## src/common/dpram_host_regs.vh

```
// timing constants and widths for the dual-port memory port controller
`ifndef DPRAM_HOST_REGS_VH
`define DPRAM_HOST_REGS_VH
`define CLK_PERIOD_NS 10
`define ADDR_W 16
`define DATA_W 8
// least times in ns, as printed for the slowest grade
`define T_WC_NS 35
`define T_EW_NS 30
`define T_WP_NS 25
`define T_DW_NS 20
`define T_WZ_NS 20
`define T_WR_NS 0
`define T_DH_NS 0
`define T_RC_NS 35
`define T_ACC_NS 35
`define T_BDD_NS 40
`define T_SWRD_NS 5
// least times round up, none below one cycle
`define CYC(ns) ((((ns) + `CLK_PERIOD_NS - 1) / `CLK_PERIOD_NS) < 1 ? 1 : \
  (((ns) + `CLK_PERIOD_NS - 1) / `CLK_PERIOD_NS))
`define WP_OE_NS ((`T_WZ_NS + `T_DW_NS) > `T_WP_NS ? (`T_WZ_NS + `T_DW_NS) : `T_WP_NS)
`define CNT_W 4
`endif

```

## src/logic/pulse_timer.v

```verilog
// down counter that times one phase of a port cycle
`timescale 1ns/1ps
module pulse_timer (
  // clock and reset
  input wire sys_clk_i,
  input wire rst_n_i,
  // control
  input wire load_i,
  input wire [3:0] count_i,
  // status
  output wire done_o
);
  reg [3:0] cnt_q;
  always @(posedge sys_clk_i or negedge rst_n_i) begin
    if (!rst_n_i) begin
      cnt_q <= 4'h0;
    end else if (load_i) begin
      cnt_q <= count_i;
    end else if (cnt_q != 4'h0) begin
      cnt_q <= cnt_q - 4'h1;
    end
  end
  // done must not look at load: the caller forms load from done, which would close a loop
  assign done_o = (cnt_q == 4'h0);
endmodule // pulse_timer

```

## src/logic/dpram_port_host.v

```verilog
// controller that drives one port of an asynchronous dual-port memory
`timescale 1ns/1ps
`include "dpram_host_regs.vh"
// Overview of operation
// - address changes only with strobe or select high
// - array: select low; flag: semaphore low
// - output enable low stretches write pulse
// - recovery time after first rising strobe
// - no data driven while device outputs on
// - write data held after write ends
// - flag write-to-read gap with select high
// - contended flag outcome not relied upon
module dpram_port_host (
  // clock and reset
  input wire sys_clk_i,
  input wire rst_n_i,
  // user request
  input wire req_valid_i,
  input wire req_write_i,
  input wire req_sem_i,
  input wire [15:0] req_addr_i,
  input wire [7:0] req_wdata_i,
  output wire req_ready_o,
  // user answer
  output reg rsp_valid_o,
  output reg [7:0] rsp_rdata_o,
  // memory port pins
  output reg [15:0] mem_addr_o,
  output reg chip_select_n_o,
  output reg semaphore_select_n_o,
  output reg read_write_n_o,
  output reg output_enable_n_o,
  input wire [7:0] mem_data_i,
  output reg [7:0] mem_data_o,
  output reg mem_data_oe_n_o,
  input wire busy_n_i
);
  localparam [5:0] ST_IDLE = 6'h01;
  localparam [5:0] ST_SETUP = 6'h02;
  localparam [5:0] ST_WRITE = 6'h04;
  localparam [5:0] ST_READ = 6'h08;
  localparam [5:0] ST_RECOV = 6'h10;
  localparam [5:0] ST_HOLD = 6'h20;
  localparam integer WP_CYC_INT = `CYC(`WP_OE_NS);
  localparam integer EW_CYC_INT = `CYC(`T_EW_NS);
  localparam integer RD_CYC_INT = `CYC(`T_BDD_NS);
  localparam integer WR_CYC_INT = `CYC(`T_WR_NS);
  localparam integer SWRD_CYC_INT = `CYC(`T_SWRD_NS);
  localparam integer GAP_CYC_INT = `CYC(`T_WC_NS);
  // all counts stay below 16, so the low bits are taken on purpose to fit the timer
  localparam [3:0] WP_CYC = WP_CYC_INT[3:0];
  localparam [3:0] EW_CYC = EW_CYC_INT[3:0];
  localparam [3:0] RD_CYC = RD_CYC_INT[3:0];
  localparam [3:0] WR_CYC = WR_CYC_INT[3:0];
  localparam [3:0] SWRD_CYC = SWRD_CYC_INT[3:0];
  localparam [3:0] CYC_GAP = GAP_CYC_INT[3:0];

  function [3:0] max4;
    input [3:0] a;
    input [3:0] b;
    begin
      max4 = (a > b) ? a : b;
    end
  endfunction

  // the selects are low only in the write and read phases
  function in_access;
    input [5:0] st;
    begin
      in_access = (st == ST_WRITE) || (st == ST_READ);
    end
  endfunction

  reg [5:0] state_q;
  reg [5:0] state_d;
  reg [1:0] busy_sync_q;
  reg [7:0] rd_sync0_q;
  reg [7:0] rd_sync1_q;
  reg is_write_q;
  reg is_sem_q;
  reg tmr_load;
  reg [3:0] tmr_count;
  wire tmr_done;
  wire busy_n_s;

  pulse_timer u_timer (
    .sys_clk_i(sys_clk_i),
    .rst_n_i(rst_n_i),
    .load_i(tmr_load),
    .count_i(tmr_count),
    .done_o(tmr_done)
  );

  // pins from the device pass two flops before use
  always @(posedge sys_clk_i or negedge rst_n_i) begin
    if (!rst_n_i) begin
      busy_sync_q <= 2'h3;
      rd_sync0_q <= 8'h00;
      rd_sync1_q <= 8'h00;
    end else begin
      busy_sync_q <= {busy_sync_q[0], busy_n_i};
      rd_sync0_q <= mem_data_i;
      rd_sync1_q <= rd_sync0_q;
    end
  end
  assign busy_n_s = busy_sync_q[1];

  assign req_ready_o = (state_q == ST_IDLE);

  always @* begin
    state_d = state_q;
    tmr_load = 1'b0;
    tmr_count = 4'h0;
    case (state_q)
      ST_IDLE: begin
        if (req_valid_i) begin
          state_d = ST_SETUP;
          tmr_load = 1'b1;
          tmr_count = 4'h1;
        end
      end
      ST_SETUP: begin
        // enables fall two cycles after address settles
        if (tmr_done) begin
          tmr_load = 1'b1;
          if (is_write_q) begin
            state_d = ST_WRITE;
            tmr_count = max4(WP_CYC, EW_CYC);
          end else begin
            state_d = ST_READ;
            // wait the slowest access, busy delay included
            tmr_count = max4(RD_CYC + 4'h2, CYC_GAP);
          end
        end
      end
      ST_WRITE: begin
        // device blocks the strobe while busy; stretch until released
        if (tmr_done && busy_n_s) begin
          state_d = ST_HOLD;
          tmr_load = 1'b1;
          tmr_count = 4'h1;
        end
      end
      ST_HOLD: begin
        if (tmr_done) begin
          state_d = ST_RECOV;
          tmr_load = 1'b1;
          // flag write to read spacing with select held high
          tmr_count = is_sem_q ? max4(WR_CYC, SWRD_CYC) : WR_CYC;
        end
      end
      ST_READ: begin
        if (tmr_done) begin
          state_d = ST_RECOV;
          tmr_load = 1'b1;
          tmr_count = WR_CYC;
        end
      end
      ST_RECOV: begin
        if (tmr_done) begin
          state_d = ST_IDLE;
        end
      end
      default: begin
        state_d = ST_IDLE;
      end
    endcase
  end

  always @(posedge sys_clk_i or negedge rst_n_i) begin
    if (!rst_n_i) begin
      state_q <= ST_IDLE;
      is_write_q <= 1'b0;
      is_sem_q <= 1'b0;
      mem_addr_o <= 16'h0000;
      mem_data_o <= 8'h00;
      rsp_valid_o <= 1'b0;
      rsp_rdata_o <= 8'h00;
    end else begin
      state_q <= state_d;
      rsp_valid_o <= 1'b0;
      // address only moves while both strobes are high
      if (state_q == ST_IDLE && req_valid_i) begin
        is_write_q <= req_write_i;
        is_sem_q <= req_sem_i;
        mem_addr_o <= req_addr_i;
        mem_data_o <= req_wdata_i;
      end
      if (state_q == ST_READ && tmr_done) begin
        rsp_valid_o <= 1'b1;
        // a flag read shows the flag on every line; all eight bits are returned as is
        rsp_rdata_o <= rd_sync1_q;
      end
    end
  end

  // pin strobes, registered so they are glitch free
  always @(posedge sys_clk_i or negedge rst_n_i) begin
    if (!rst_n_i) begin
      chip_select_n_o <= 1'b1;
      semaphore_select_n_o <= 1'b1;
      read_write_n_o <= 1'b1;
      output_enable_n_o <= 1'b1;
      mem_data_oe_n_o <= 1'b1;
    end else begin
      // array uses chip select, flags use semaphore select, never both
      chip_select_n_o <= !(in_access(state_d) && !is_sem_q);
      semaphore_select_n_o <= !(in_access(state_d) && is_sem_q);
      // strobe falls with the select so outputs stay off
      read_write_n_o <= !(state_d == ST_WRITE && is_write_q);
      // output enable held high on writes so device never drives
      output_enable_n_o <= !(state_d == ST_READ);
      // data driven during write and two cycles past its end
      mem_data_oe_n_o <= !((state_d == ST_WRITE || state_d == ST_HOLD) && is_write_q);
    end
  end
  // contention outcome is read back by software, never assumed
endmodule // dpram_port_host

```

## config.mk

```make
export PLATFORM = sky130hd
export DESIGN_NAME = dpram_port_host
export DESIGN_NICKNAME = d
export VERILOG_FILES = /design/src/logic/pulse_timer.v /design/src/logic/dpram_port_host.v
export VERILOG_INCLUDE_DIRS = /design/src /design/src/common
export SDC_FILE = /design/constraint.sdc
export NUM_CORES = 1
export LEC_CHECK = 0
export ABC_AREA = 1
export BUFFER_PORTS_ARGS = -buffer_cell sky130_fd_sc_hd__buf_2
export CORE_MARGIN = 3
export CORE_UTILIZATION = 55
export CTS_BUF_LIST = sky130_fd_sc_hd__clkbuf_4
export CTS_CLUSTER_DIAMETER = 40
export CTS_CLUSTER_SIZE = 8
export DETAILED_ROUTE_END_ITERATION = 12
export PLACE_DENSITY = 0.84
export SLEW_MARGIN = 20
export SYNTH_ARGS = -nofsm -noshare
export SYNTH_HDL_FRONTEND = slang
export SYNTH_SLANG_ARGS = --single-unit
```

## constraint.sdc

```tcl
create_clock -name sys_clk_i -period 2.9 [get_ports sys_clk_i]
set_input_delay 0.29 -clock sys_clk_i [delete_from_list [all_inputs] [get_ports sys_clk_i]]
set_output_delay 0.29 -clock sys_clk_i [all_outputs]
set_load 0.02 [all_outputs]
```

* Word-level counts from Yosys, hierarchy flattened
Index checks and enable logic that the tools add are counted.
** Word-level totals
- Output and inout port bits :: 39
- Word-level logic and storage cells :: 66
- Bits in registers :: 68
- Input bits :: 38
** Operators by class
- $add $sub $neg :: 1
- Multiplexer cells :: 20
- Reductions and logical operators :: 20
- Eq/ne operators :: 9
** Operators with widths (number)
- two-way mux 6 bit :: 5
- case mux 6 bit (5 select lines) :: 1
- == test 6 x 3 -> 1 bit (second input constant) :: 2
- == test 6 x 4 -> 1 bit (second input constant) :: 2
- == test 6 bit (second input constant) :: 2
- two-way mux 4 bit :: 3
- case mux 3 bit (4 select lines) :: 1
- logical AND 1 bit :: 7
- two-way mux 1 bit :: 7
- == test 6 x 1 -> 1 bit (second input constant) :: 1
- == test 6 x 2 -> 1 bit (second input constant) :: 1
- == test 6 x 5 -> 1 bit (second input constant) :: 1
- logical NOT 1 bit :: 6
- logical NOT 4 bit :: 1
- nonzero test 4 bit :: 1
- subtractor 4 x 1 -> 4 bit (second input constant) :: 1
- two-way mux 3 bit :: 1
- case mux 1 bit (3 select lines) :: 1
- OR reduction 3 bit :: 1
- logical OR 1 bit :: 2
- two-way mux 2 bit :: 1
- nonzero test 2 bit :: 1
- OR reduction 2 bit :: 1

* Longest topological paths before layout
Gate-level depths: netlist of the first run.
- Word-level depth :: 8
- Gate-level depth with buffers :: 9
- Gate-level depth less buffers :: 9

* Hierarchy
A second synthesis of the first run with hierarchy kept.
** Second synthesis, totals
- Cell total of the unflattened synthesis :: 274
- Area total of the unflattened synthesis :: 2598.7 um^2
** Modules (own cells, without submodules)
- dpram_port_host :: area an instance 2356.0 um^2, cells an instance 240, times used 1, seq. area each 1611.5 um^2
- pulse_timer :: area an instance 242.7 um^2, cells an instance 34, times used 1, seq. area each 100.1 um^2

* Least setup slack after synthesis of the first run
No wires, ideal clock.
- Path kind :: register to register
- Start point :: reg u_timer.cnt_q[0]
- End point :: reg semaphore_select_n_o
- Data arrival time :: 1.375 ns
- Stages on the path, launching flop included :: 10
- Clock period less this slack :: 1.435 ns
- Required time :: 2.840 ns
- Library setup time :: 0.060 ns
- Setup slack :: 1.465 ns
- Cells stage by stage :: dfrtp_1 -> inv_1 -> ha_1 -> nand3_4 -> clkinv_4 -> nor2_2 -> o21ai_2 -> o21ai_2 -> or2_1 -> nand2_1
** On the way
- Cells in the longest elaborated chain, start to end :: 8
- Elaborated cells between the ends (all ways) :: 12
- Classes of those cells :: 2 x eq/ne; 5 x mux; 5 x reduce/logical
** RTL lines
- from (decl) :: RTL line pulse_timer.v:13 : reg [3:0] cnt_q;
- from (signal assigned) :: RTL line pulse_timer.v:18 : cnt_q <= count_i;
- from (signal assigned) :: RTL line pulse_timer.v:20 : cnt_q <= cnt_q - 4'h1;
- logical NOT 4 bit (*) :: RTL line pulse_timer.v:24 : assign done_o = (cnt_q == 4'h0);
- logical AND 1 bit :: RTL line dpram_port_host.v:138 : if (tmr_done && busy_n_s) begin
- two-way mux 6 bit :: RTL line dpram_port_host.v:138
- case mux 6 bit (5 select lines) (*) :: RTL line dpram_port_host.v:114 : case (state_q)
- net state_d[3] :: RTL line dpram_port_host.v:75 : reg [5:0] state_d;
- == test 6 x 3 -> 1 bit / == test 6 x 4 -> 1 bit (equally long branches) :: RTL line dpram_port_host.v:70 : in_access = (st == ST_WRITE) || (st == ST_READ);
- logical OR 1 bit (*) :: RTL line dpram_port_host.v:70
- logical AND 1 bit (*) :: RTL line dpram_port_host.v:208 : semaphore_select_n_o <= !(in_access(state_d) && is_sem_q);
- logical NOT 1 bit (*) :: RTL line dpram_port_host.v:208
- to (signal assigned) :: RTL line dpram_port_host.v:208
- to (decl) :: RTL line dpram_port_host.v:30 : output reg semaphore_select_n_o,
Mark *: on every way through the listed nets, which the timed path passes. The rest lies on a longest branch.
A chain may end at the register's enable or synchronous reset.

* Final worst setup path of the first run
- Start point :: reg state_q[0]
- End point :: reg u_timer.cnt_q[1]
** On the way
- Cells in the longest elaborated chain, start to end :: 4
- Elaborated cells between the ends (all ways) :: 11
- Classes of those cells :: 5 x eq/ne; 3 x mux; 3 x reduce/logical
** RTL lines
- from (decl) :: RTL line dpram_port_host.v:74 : reg [5:0] state_q;
- from (signal assigned) :: RTL line dpram_port_host.v:180 : state_q <= state_d;
- == test 6 x 4 -> 1 bit, or another cell as far along :: RTL line dpram_port_host.v:114
- OR reduction 3 bit (no line) / OR reduction 2 bit (equally long branches)
- case mux 1 bit (3 select lines) / case mux 3 bit (4 select lines) (equally long branches) :: RTL line dpram_port_host.v:114
- two-way mux 4 bit / nonzero test 2 bit (equally long branches)
Several ways; a longest one is shown, not always the timed one.

==> results of run 1 <==
-- tightest hold or removal path: stages --
cell and delay [ns]:
buf_2 0.07, nand2_1 0.04, nand2_1 0.05
-- cell families (layout without fill, tap and decap cells) --
logic type,Yosys count,in the layout,share of synthesized area (%)
AOI/OAI and AO/OA,12,12,3.101
and+or+nand+nor,140,140,23.93
buffers and inverters,30,130,5.523
DFF,68,68,66.28
adders and majority gates,1,1,0.4844
xor gates and xnor gates,2,2,0.6784
-- metrics by stage --
stage,power [mW],hold slack [ns]
2_1_floorplan,2.119,-0.005591
3_3_place_gp,2.421,0.3160
3_5_place_dp,2.458,0.3259
4_1_cts,3.073,0.05641
5_1_grt,3.268,0.05596
6_report,3.045,0.08108
-- worst paths after layout --
| kind | to | start | slack (ns) | depth (start not counted) |
|---|---|---|---|---|
| min in group asynchronous | rsp_rdata_o[6]$_DFFE_PN0P_ | rst_n_i | 0.44 | 2 |
| worst min register to register | busy_sync_q[1]$_DFF_PN1_ | busy_sync_q[0]$_DFF_PN1_ | 0.36 | 0 |
| worst min-delay path | mem_addr_o[14]$_DFFE_PN0P_ | req_addr_i[14] | 0.08 | 3 |
| max in group asynchronous | busy_sync_q[1]$_DFF_PN1_ | rst_n_i | 1.69 | 3 |
| worst max register to register | u_timer.cnt_q[1]$_DFFE_PN0P_ | state_q[0]$_DFF_PN1_ | 0.95 | 10 |
| worst max-delay path | u_timer.cnt_q[1]$_DFFE_PN0P_ | state_q[0]$_DFF_PN1_ | 0.95 | 10 |
-- layout by cell type (no fill, tap or decap), drive strengths merged --
cell,Yosys,layout
nand4,5,5
xnor2,1,1
dfrtp,60,60
o21ai,8,8
nor2,15,15
nor3,2,2
a31oi,1,1
clkbuf,0,10
o22ai,1,1
clkinv,1,5
nand2,110,110
inv,24,24
clkinvlp,0,1
buf,5,79
or2,1,1
xor2,1,1
a21oi,1,1
dlygate4sd3,0,10
o221ai,1,1
dfstp,8,8
bufinv,0,1
nand3,7,7
ha,1,1
-- cell type report --
class                           instances  area (µm²)
Tap cell                               52       65.06
Fill cell                             322        1197
Clock buffer                           10       75.07
Clock inverter                          6       65.06
Multi-Input combinational cell        155       728.2
Timing Repair Buffer                   89       503.0
Sequential cell                        68        1712
Inverter                               25       98.84
-- synth_stat cells (3+ instances only) --
cell,count
buf_6,3
dfrtp_1,60
dfstp_2,8
inv_1,20
inv_2,4
nand2_1,109
nand3_1,4
nand4_1,4
nor2_1,9
nor2_2,3
nor2_4,3
o21ai_0,6
-- power by group through the flow --
stage	logic, mW	clock network (mW)	registers, mW
6_report	1.10	0.604	1.34
5_1_grt	1.23	0.661	1.38
4_1_cts	1.11	0.618	1.34
3_5_place_dp	1.11	0	1.35
3_3_place_gp	1.07	0	1.35
2_1_floorplan	0.552	0	1.57
-- sequential cells by signal, summed over array words and instances (netlist names), 2 cells and up --
name	flops
mem_addr_o	16
rsp_rdata_o	8
rd_sync0_q	8
busy_sync_q	2
u_timer.cnt_q	4
state_q	6
mem_data_o	8
rd_sync1_q	8
-- metal layers --
metal	GRT usage (%)	share of wire, %
met5	0	0
met2	35.12	49
met3	7.838	7.2
met1	28.75	42
met4	9.486	1.3
==> run_results.csv, run 1 <==
group,metric,value,unit
power_and_ir_drop,p_sw_share,39.50,%
power_and_ir_drop,internal-power,1.843,mW
critical_path,cp_slowest_cell,"dfstp_2",
yosys,synth.cell_area,0.002582,mm²
detailed_routing,first_pass_iters,4,
yosys,synth_cell_types,29,
cts,clkTransAtPathRegs,0.11,ns
floorplan,die_area,0.005554,mm²
sta,min_period_over_period,67.12,%
cts,cts_max_level,3,
floorplan,fp.coreArea,0.004444,mm²
cts,cts_tree,"built",
floorplan,num_rows,24,
grt,antenna_found_initial,0,
power_and_ir_drop,pwr_density_cell,938.0,mW/mm²
critical_path,required,3.19,ns
critical_path,crit_chain,"inv_1 > nor2_1 > nand3_2 > nor2_4 > buf_4 > inv_2 > nand4_2 > inv_2 > nand2_1 > nand2_1",
grt,overflow,0,
critical_path,arrival,2.24,ns
floorplan,die_w,74.53,µm
floorplan,start_util,58.11,%
power_and_ir_drop,switchingPower,1.203,mW
yosys,async_flop_share,100.0,%
cts,clock_latency,0.40,ns
detailed_routing,routedWlPerCell,13.00,µm
layout,area_delta_synth_final,25.73,%
sta,hold_viol,0,
critical_path,crit_buf_inv,4,
detailed_routing,avgViaCountPerCell,4.916,
place,pre_cts_ws,0.9755,ns
worst_hold_path,hold_path.class,"in2reg",
sta,setup_viol,0,
cts,numClockSinks,68,
yosys,syn_area_per_cell,10.21,µm²
critical_path,worstPathMaxFanout,30,
layout,drive_gt1_share,34.84,%
yosys,syn_inst,253,
cts,cts_resized,0,
cts,clock_path_buffers,2,
sta,worst_slack,0.9536,ns
power_and_ir_drop,combPwrFrac,36.1,%
sta,finClkSkew,0.01459,ns
layout,fin_util,73.06,%
power_and_ir_drop,peakVddDrop,0.6150,mV
layout,final_cell_area,0.003247,mm²
power_and_ir_drop,pwr-share-seq,44.1,%
detailed_routing,totalWireLength,5263,µm
run,cap_viol_max_count,0,
layout,fin_nets,387,
sta,worst_pin_slew,0.5810,ns
grt,grt_max_degree,31,
detailed_routing,vias,1991,
cts,cts_buffers,9,
layout,instances_no_fill,405,
yosys,syn-num-nets,292,
yosys,dominantRegCellSynth,"dfrtp_1",
floorplan,io_pins,77,
place,port_buffers,76,
critical_path,critPathMaxStageDelay,0.56,ns
detailed_routing,drt_iter0_drc,155,
critical_path,cp_top_family,"simple AND/OR/NAND/NOR gates",
place,dpl_cell_area,0.003007,mm²
cts,cts_hold_buffers,10,
outcome,status,"complete, no violations",
power_and_ir_drop,leakagePower,1.782,nW
sta,fmax,0.5138,GHz
cts,cts_setup_buffers,0,
sta,max-slew-margin-rel,61.27,%
place,dp_hpwl,3699,µm
sta,rsz0062_at_grt,"no",
yosys,yosys.area.top_type,"dfrtp_1",
yosys,yosysTopAreaCellShare,58.14,%
detailed_routing,final_antenna_net_count,0,
place,gp_congestion,0.8416,
yosys,ys_ff_latch,68,
critical_path,crit_type,"reg2reg",
yosys,synth-edff-count,0,
layout,diodes,0,
detailed_routing,drc,0,
critical_path,worstSetupEndpointType,"flip-flop",
floorplan,die_y,74.53,µm
critical_path,setup.worst_path.start_class,"flip-flop",
grt,grt_pass1_vias,2005,
cts,root_buffer,"clkbuf_4",
sta,fin_tns_setup,0,ns
power_and_ir_drop,power_frac_clock,19.8,%
yosys,synth_warnings,0,
grt,grt_pass1_wl,9114,µm
yosys,synth.yosys.seq_area_share,66.28,%
sta,min_period,1.946,ns
grt,track_usage,22.48,%
place,dp.cells,379,
sta,drv_slew,0,
yosys,synthTopCellsByArea,"dfrtp_1 58%, nand2_1 16%, dfstp_2 8.1%",
No activity file was read; power rests on OpenSTA's default activity.
==> inputs of run 2 (changes only) <==
--- a/config.mk
+++ b/config.mk
@@ -9,12 +9,12 @@
 export ABC_AREA = 1
 export BUFFER_PORTS_ARGS = -buffer_cell sky130_fd_sc_hd__buf_2
 export CORE_MARGIN = 3
-export CORE_UTILIZATION = 55
+export CORE_UTILIZATION = 53
 export CTS_BUF_LIST = sky130_fd_sc_hd__clkbuf_4
 export CTS_CLUSTER_DIAMETER = 40
 export CTS_CLUSTER_SIZE = 8
 export DETAILED_ROUTE_END_ITERATION = 12
-export PLACE_DENSITY = 0.84
+export PLACE_DENSITY = 0.82
 export SLEW_MARGIN = 20
 export SYNTH_ARGS = -nofsm -noshare
 export SYNTH_HDL_FRONTEND = slang
==> constraint.sdc (replaced) <==
create_clock -name sys_clk_i -period 1.8 [get_ports sys_clk_i]
set_input_delay 0.18 -clock sys_clk_i [delete_from_list [all_inputs] [get_ports sys_clk_i]]
set_output_delay 0.18 -clock sys_clk_i [all_outputs]
set_load 0.02 [all_outputs]
==> run 2 against run 1 <==
Sequential share of layout area down 4.5 points; power is 66% higher; via count up 8.7%; worst setup slack got worse by 0.79 ns; wire length up 19%; sequential power is 63% higher; die area rose by 3.5%; core utilization is 5.3 points higher; combinational power increased by 73%; highest routed layer unchanged; clock power is 63% higher.
==> run_results.csv, run 2 (synthesis results as in run 1) <==
group,metric,value,unit
critical_path,cp_top_family,"flip-flops",
critical_path,crit_type,"reg2out",
cts,cts_buffers,9,
sta,fmax,0.6111,GHz
floorplan,die_y,75.81,µm
grt,grt_pass1_vias,2252,
critical_path,setup.worst_path.start_class,"flip-flop",
critical_path,arrival,1.46,ns
layout,fill_cells,281,
sta,drv_slew,0,
worst_hold_path,hold_path.class,"in2async",
layout,final_cell_mix,"109 x nand2_1, 76 x buf_2, 60 x dfrtp_1",
critical_path,crit_buf_inv,3,
sta,max-slew-margin-rel,77.60,%
outcome,status,"complete, no violations",
critical_path,cp_slowest_cell,"dfstp_2",
layout,multi_input_area,728.2,µm²
sta,hold_viol,0,
layout,final_cell_area,0.003552,mm²
floorplan,start_util,56.95,%
grt,overflow,0,
critical_path,worstPathMaxFanout,4,
place,dp_hpwl,3461,µm
run,cap_viol_max_count,0,
sta,worst_pin_slew,0.3360,ns
critical_path,critPathMaxStageDelay,0.56,ns
detailed_routing,drc,0,
detailed_routing,routedWlPerCell,14.03,µm
floorplan,io_pins,77,
sta,fin_tns_setup,0,ns
sta,setup_viol,0,
cts,clkTransAtPathRegs,0.12,ns
place,gp_congestion,0.9347,
detailed_routing,drt_iter0_drc,140,
detailed_routing,final_antenna_net_count,0,
power_and_ir_drop,leakagePower,1.901,nW
detailed_routing,first_pass_iters,4,
power_and_ir_drop,peakVddDrop,1.107,mV
sta,rsz0062_at_grt,"no",
layout,mostFrequentLayoutCell,"nand2_1",
critical_path,worstSetupEndpointType,"output port",
power_and_ir_drop,pwr_density_cell,1426,mW/mm²
cts,cts_max_level,3,
floorplan,die_w,75.81,µm
place,dpl_cell_area,0.003043,mm²
critical_path,required,1.62,ns
layout,area_delta_synth_final,37.55,%
cts,numClockSinks,68,
cts,cts_tree,"built",
floorplan,fp.coreArea,0.004534,mm²
layout,largest_reg_flops,16,
cts,root_buffer,"clkbuf_4",
cts,cts_resized,0,
detailed_routing,vias,2164,
layout,fin_nets,415,
grt,track_usage,24.85,%
critical_path,rr_worst_depth,9,
critical_path,crit_start,"state_q[0]$_DFF_PN1_",
layout,drive_gt1_share,32.55,%
place,port_buffers,76,
critical_path,crit_chain,"inv_1 > nor2_1 > nand3_2 > inv_1 > buf_2",
sta,finClkSkew,0.02000,ns
layout,largest-register,"mem_addr_o",
sta,min_period,1.636,ns
detailed_routing,totalWireLength,6256,µm
critical_path,path_depth,5,
floorplan,die_area,0.005746,mm²
grt,grt_max_degree,69,
sta,min_period_over_period,90.91,%
layout,seq_area,0.001712,mm²
critical_path,timing.rr.start,"u_timer.cnt_q[0]$_DFFE_PN0P_",
layout,diodes,0,
grt,grt_pass1_wl,10270,µm
cts,clock_latency,0.41,ns
cts,clock_path_buffers,2,
detailed_routing,avgViaCountPerCell,4.852,
grt,antenna_found_initial,0,
critical_path,timing.critical_path.mode_cell,"inv_1",
floorplan,num_rows,24,
[run 2: cell count changes in the layout (fill, tap and decap cells not counted)]
cell | before | now
dlygate4sd3_1 | 10 | 37
clkinv_4 | 3 | 1
buf_12 | 0 | 1
clkinvlp_4 | 1 | 2
inv_6 | 0 | 1
[run 2: final cells by class]
type                            count  share of cell area (%)
Clock buffer                       10                   2.113
Clock inverter                      6                   1.796
Inverter                           25                   2.783
Multi-Input combinational cell    155                   20.50
Sequential cell                    68                   48.19
Tap cell                           65                   2.290
Timing Repair Buffer              117                   22.33
[run 2: worst reg2reg max path, delay by kind of cell (launching register included)]
family	cells	cell delay, ns
AND/OR/NAND/NOR	4	0.51
AO/OA/AOI/OAI	2	0.20
buffers and inverters	2	0.21
adder cells (fa/ha/maj)	1	0.26
flip-flops	1	0.38
[run 2: final timing paths]
kind / to / slack, ns
worst max register to register: semaphore_select_n_o$_DFF_PN1_ / 0.20
worst max-delay path: req_ready_o / 0.16
worst min register to register: rd_sync1_q[6]$_DFF_PN0_ / 0.35
max in group asynchronous: busy_sync_q[1]$_DFF_PN1_ / 1.17
worst min-delay path: rd_sync1_q[4]$_DFF_PN0_ / 0.29
min in group sys_clk_i: rd_sync1_q[6]$_DFF_PN0_ / 0.35
[run 2: metrics by stage]
stage / cells / util (%) / worst slack [ns] / hold slack [ns] / total power [mW]
detailed placement: 393 / 67.11 / 0.2420 / 0.2273 / 3.981
global route: 446 / 78.34 / 0.04079 / 0.3119 / 5.419
floorplan: 253 / - / 0.3651 / -0.1156 / 3.414
global placement: 393 / 67.11 / 0.3202 / 0.2194 / 3.912
finish: 446 / 78.34 / 0.1636 / 0.2933 / 5.067
CTS: 446 / 78.34 / 0.1415 / 0.3171 / 5.028
[run 2: repair_timing]
action                                 CTS  global route
hold buffers                            37             0
endpoints found under the hold margin   96             0
setup buffers                            0             0
[run 2: per-layer routing]
metal	wire (µm)	global-route usage, %	vias to the layer above
met2	3120	40.21	93
met3	510	9.235	15
met1	2481	30.26	1037
met4	144	9.709	0
li1	-	-	1019
met5	0	0	-
[run 2: where the power goes]
group	switching, mW	internal, mW	total (mW)
Combinational	1.26	0.640	1.90
Clock	0.544	0.439	0.983
Sequential	0.239	1.94	2.18
Total	2.04	3.02	5.07
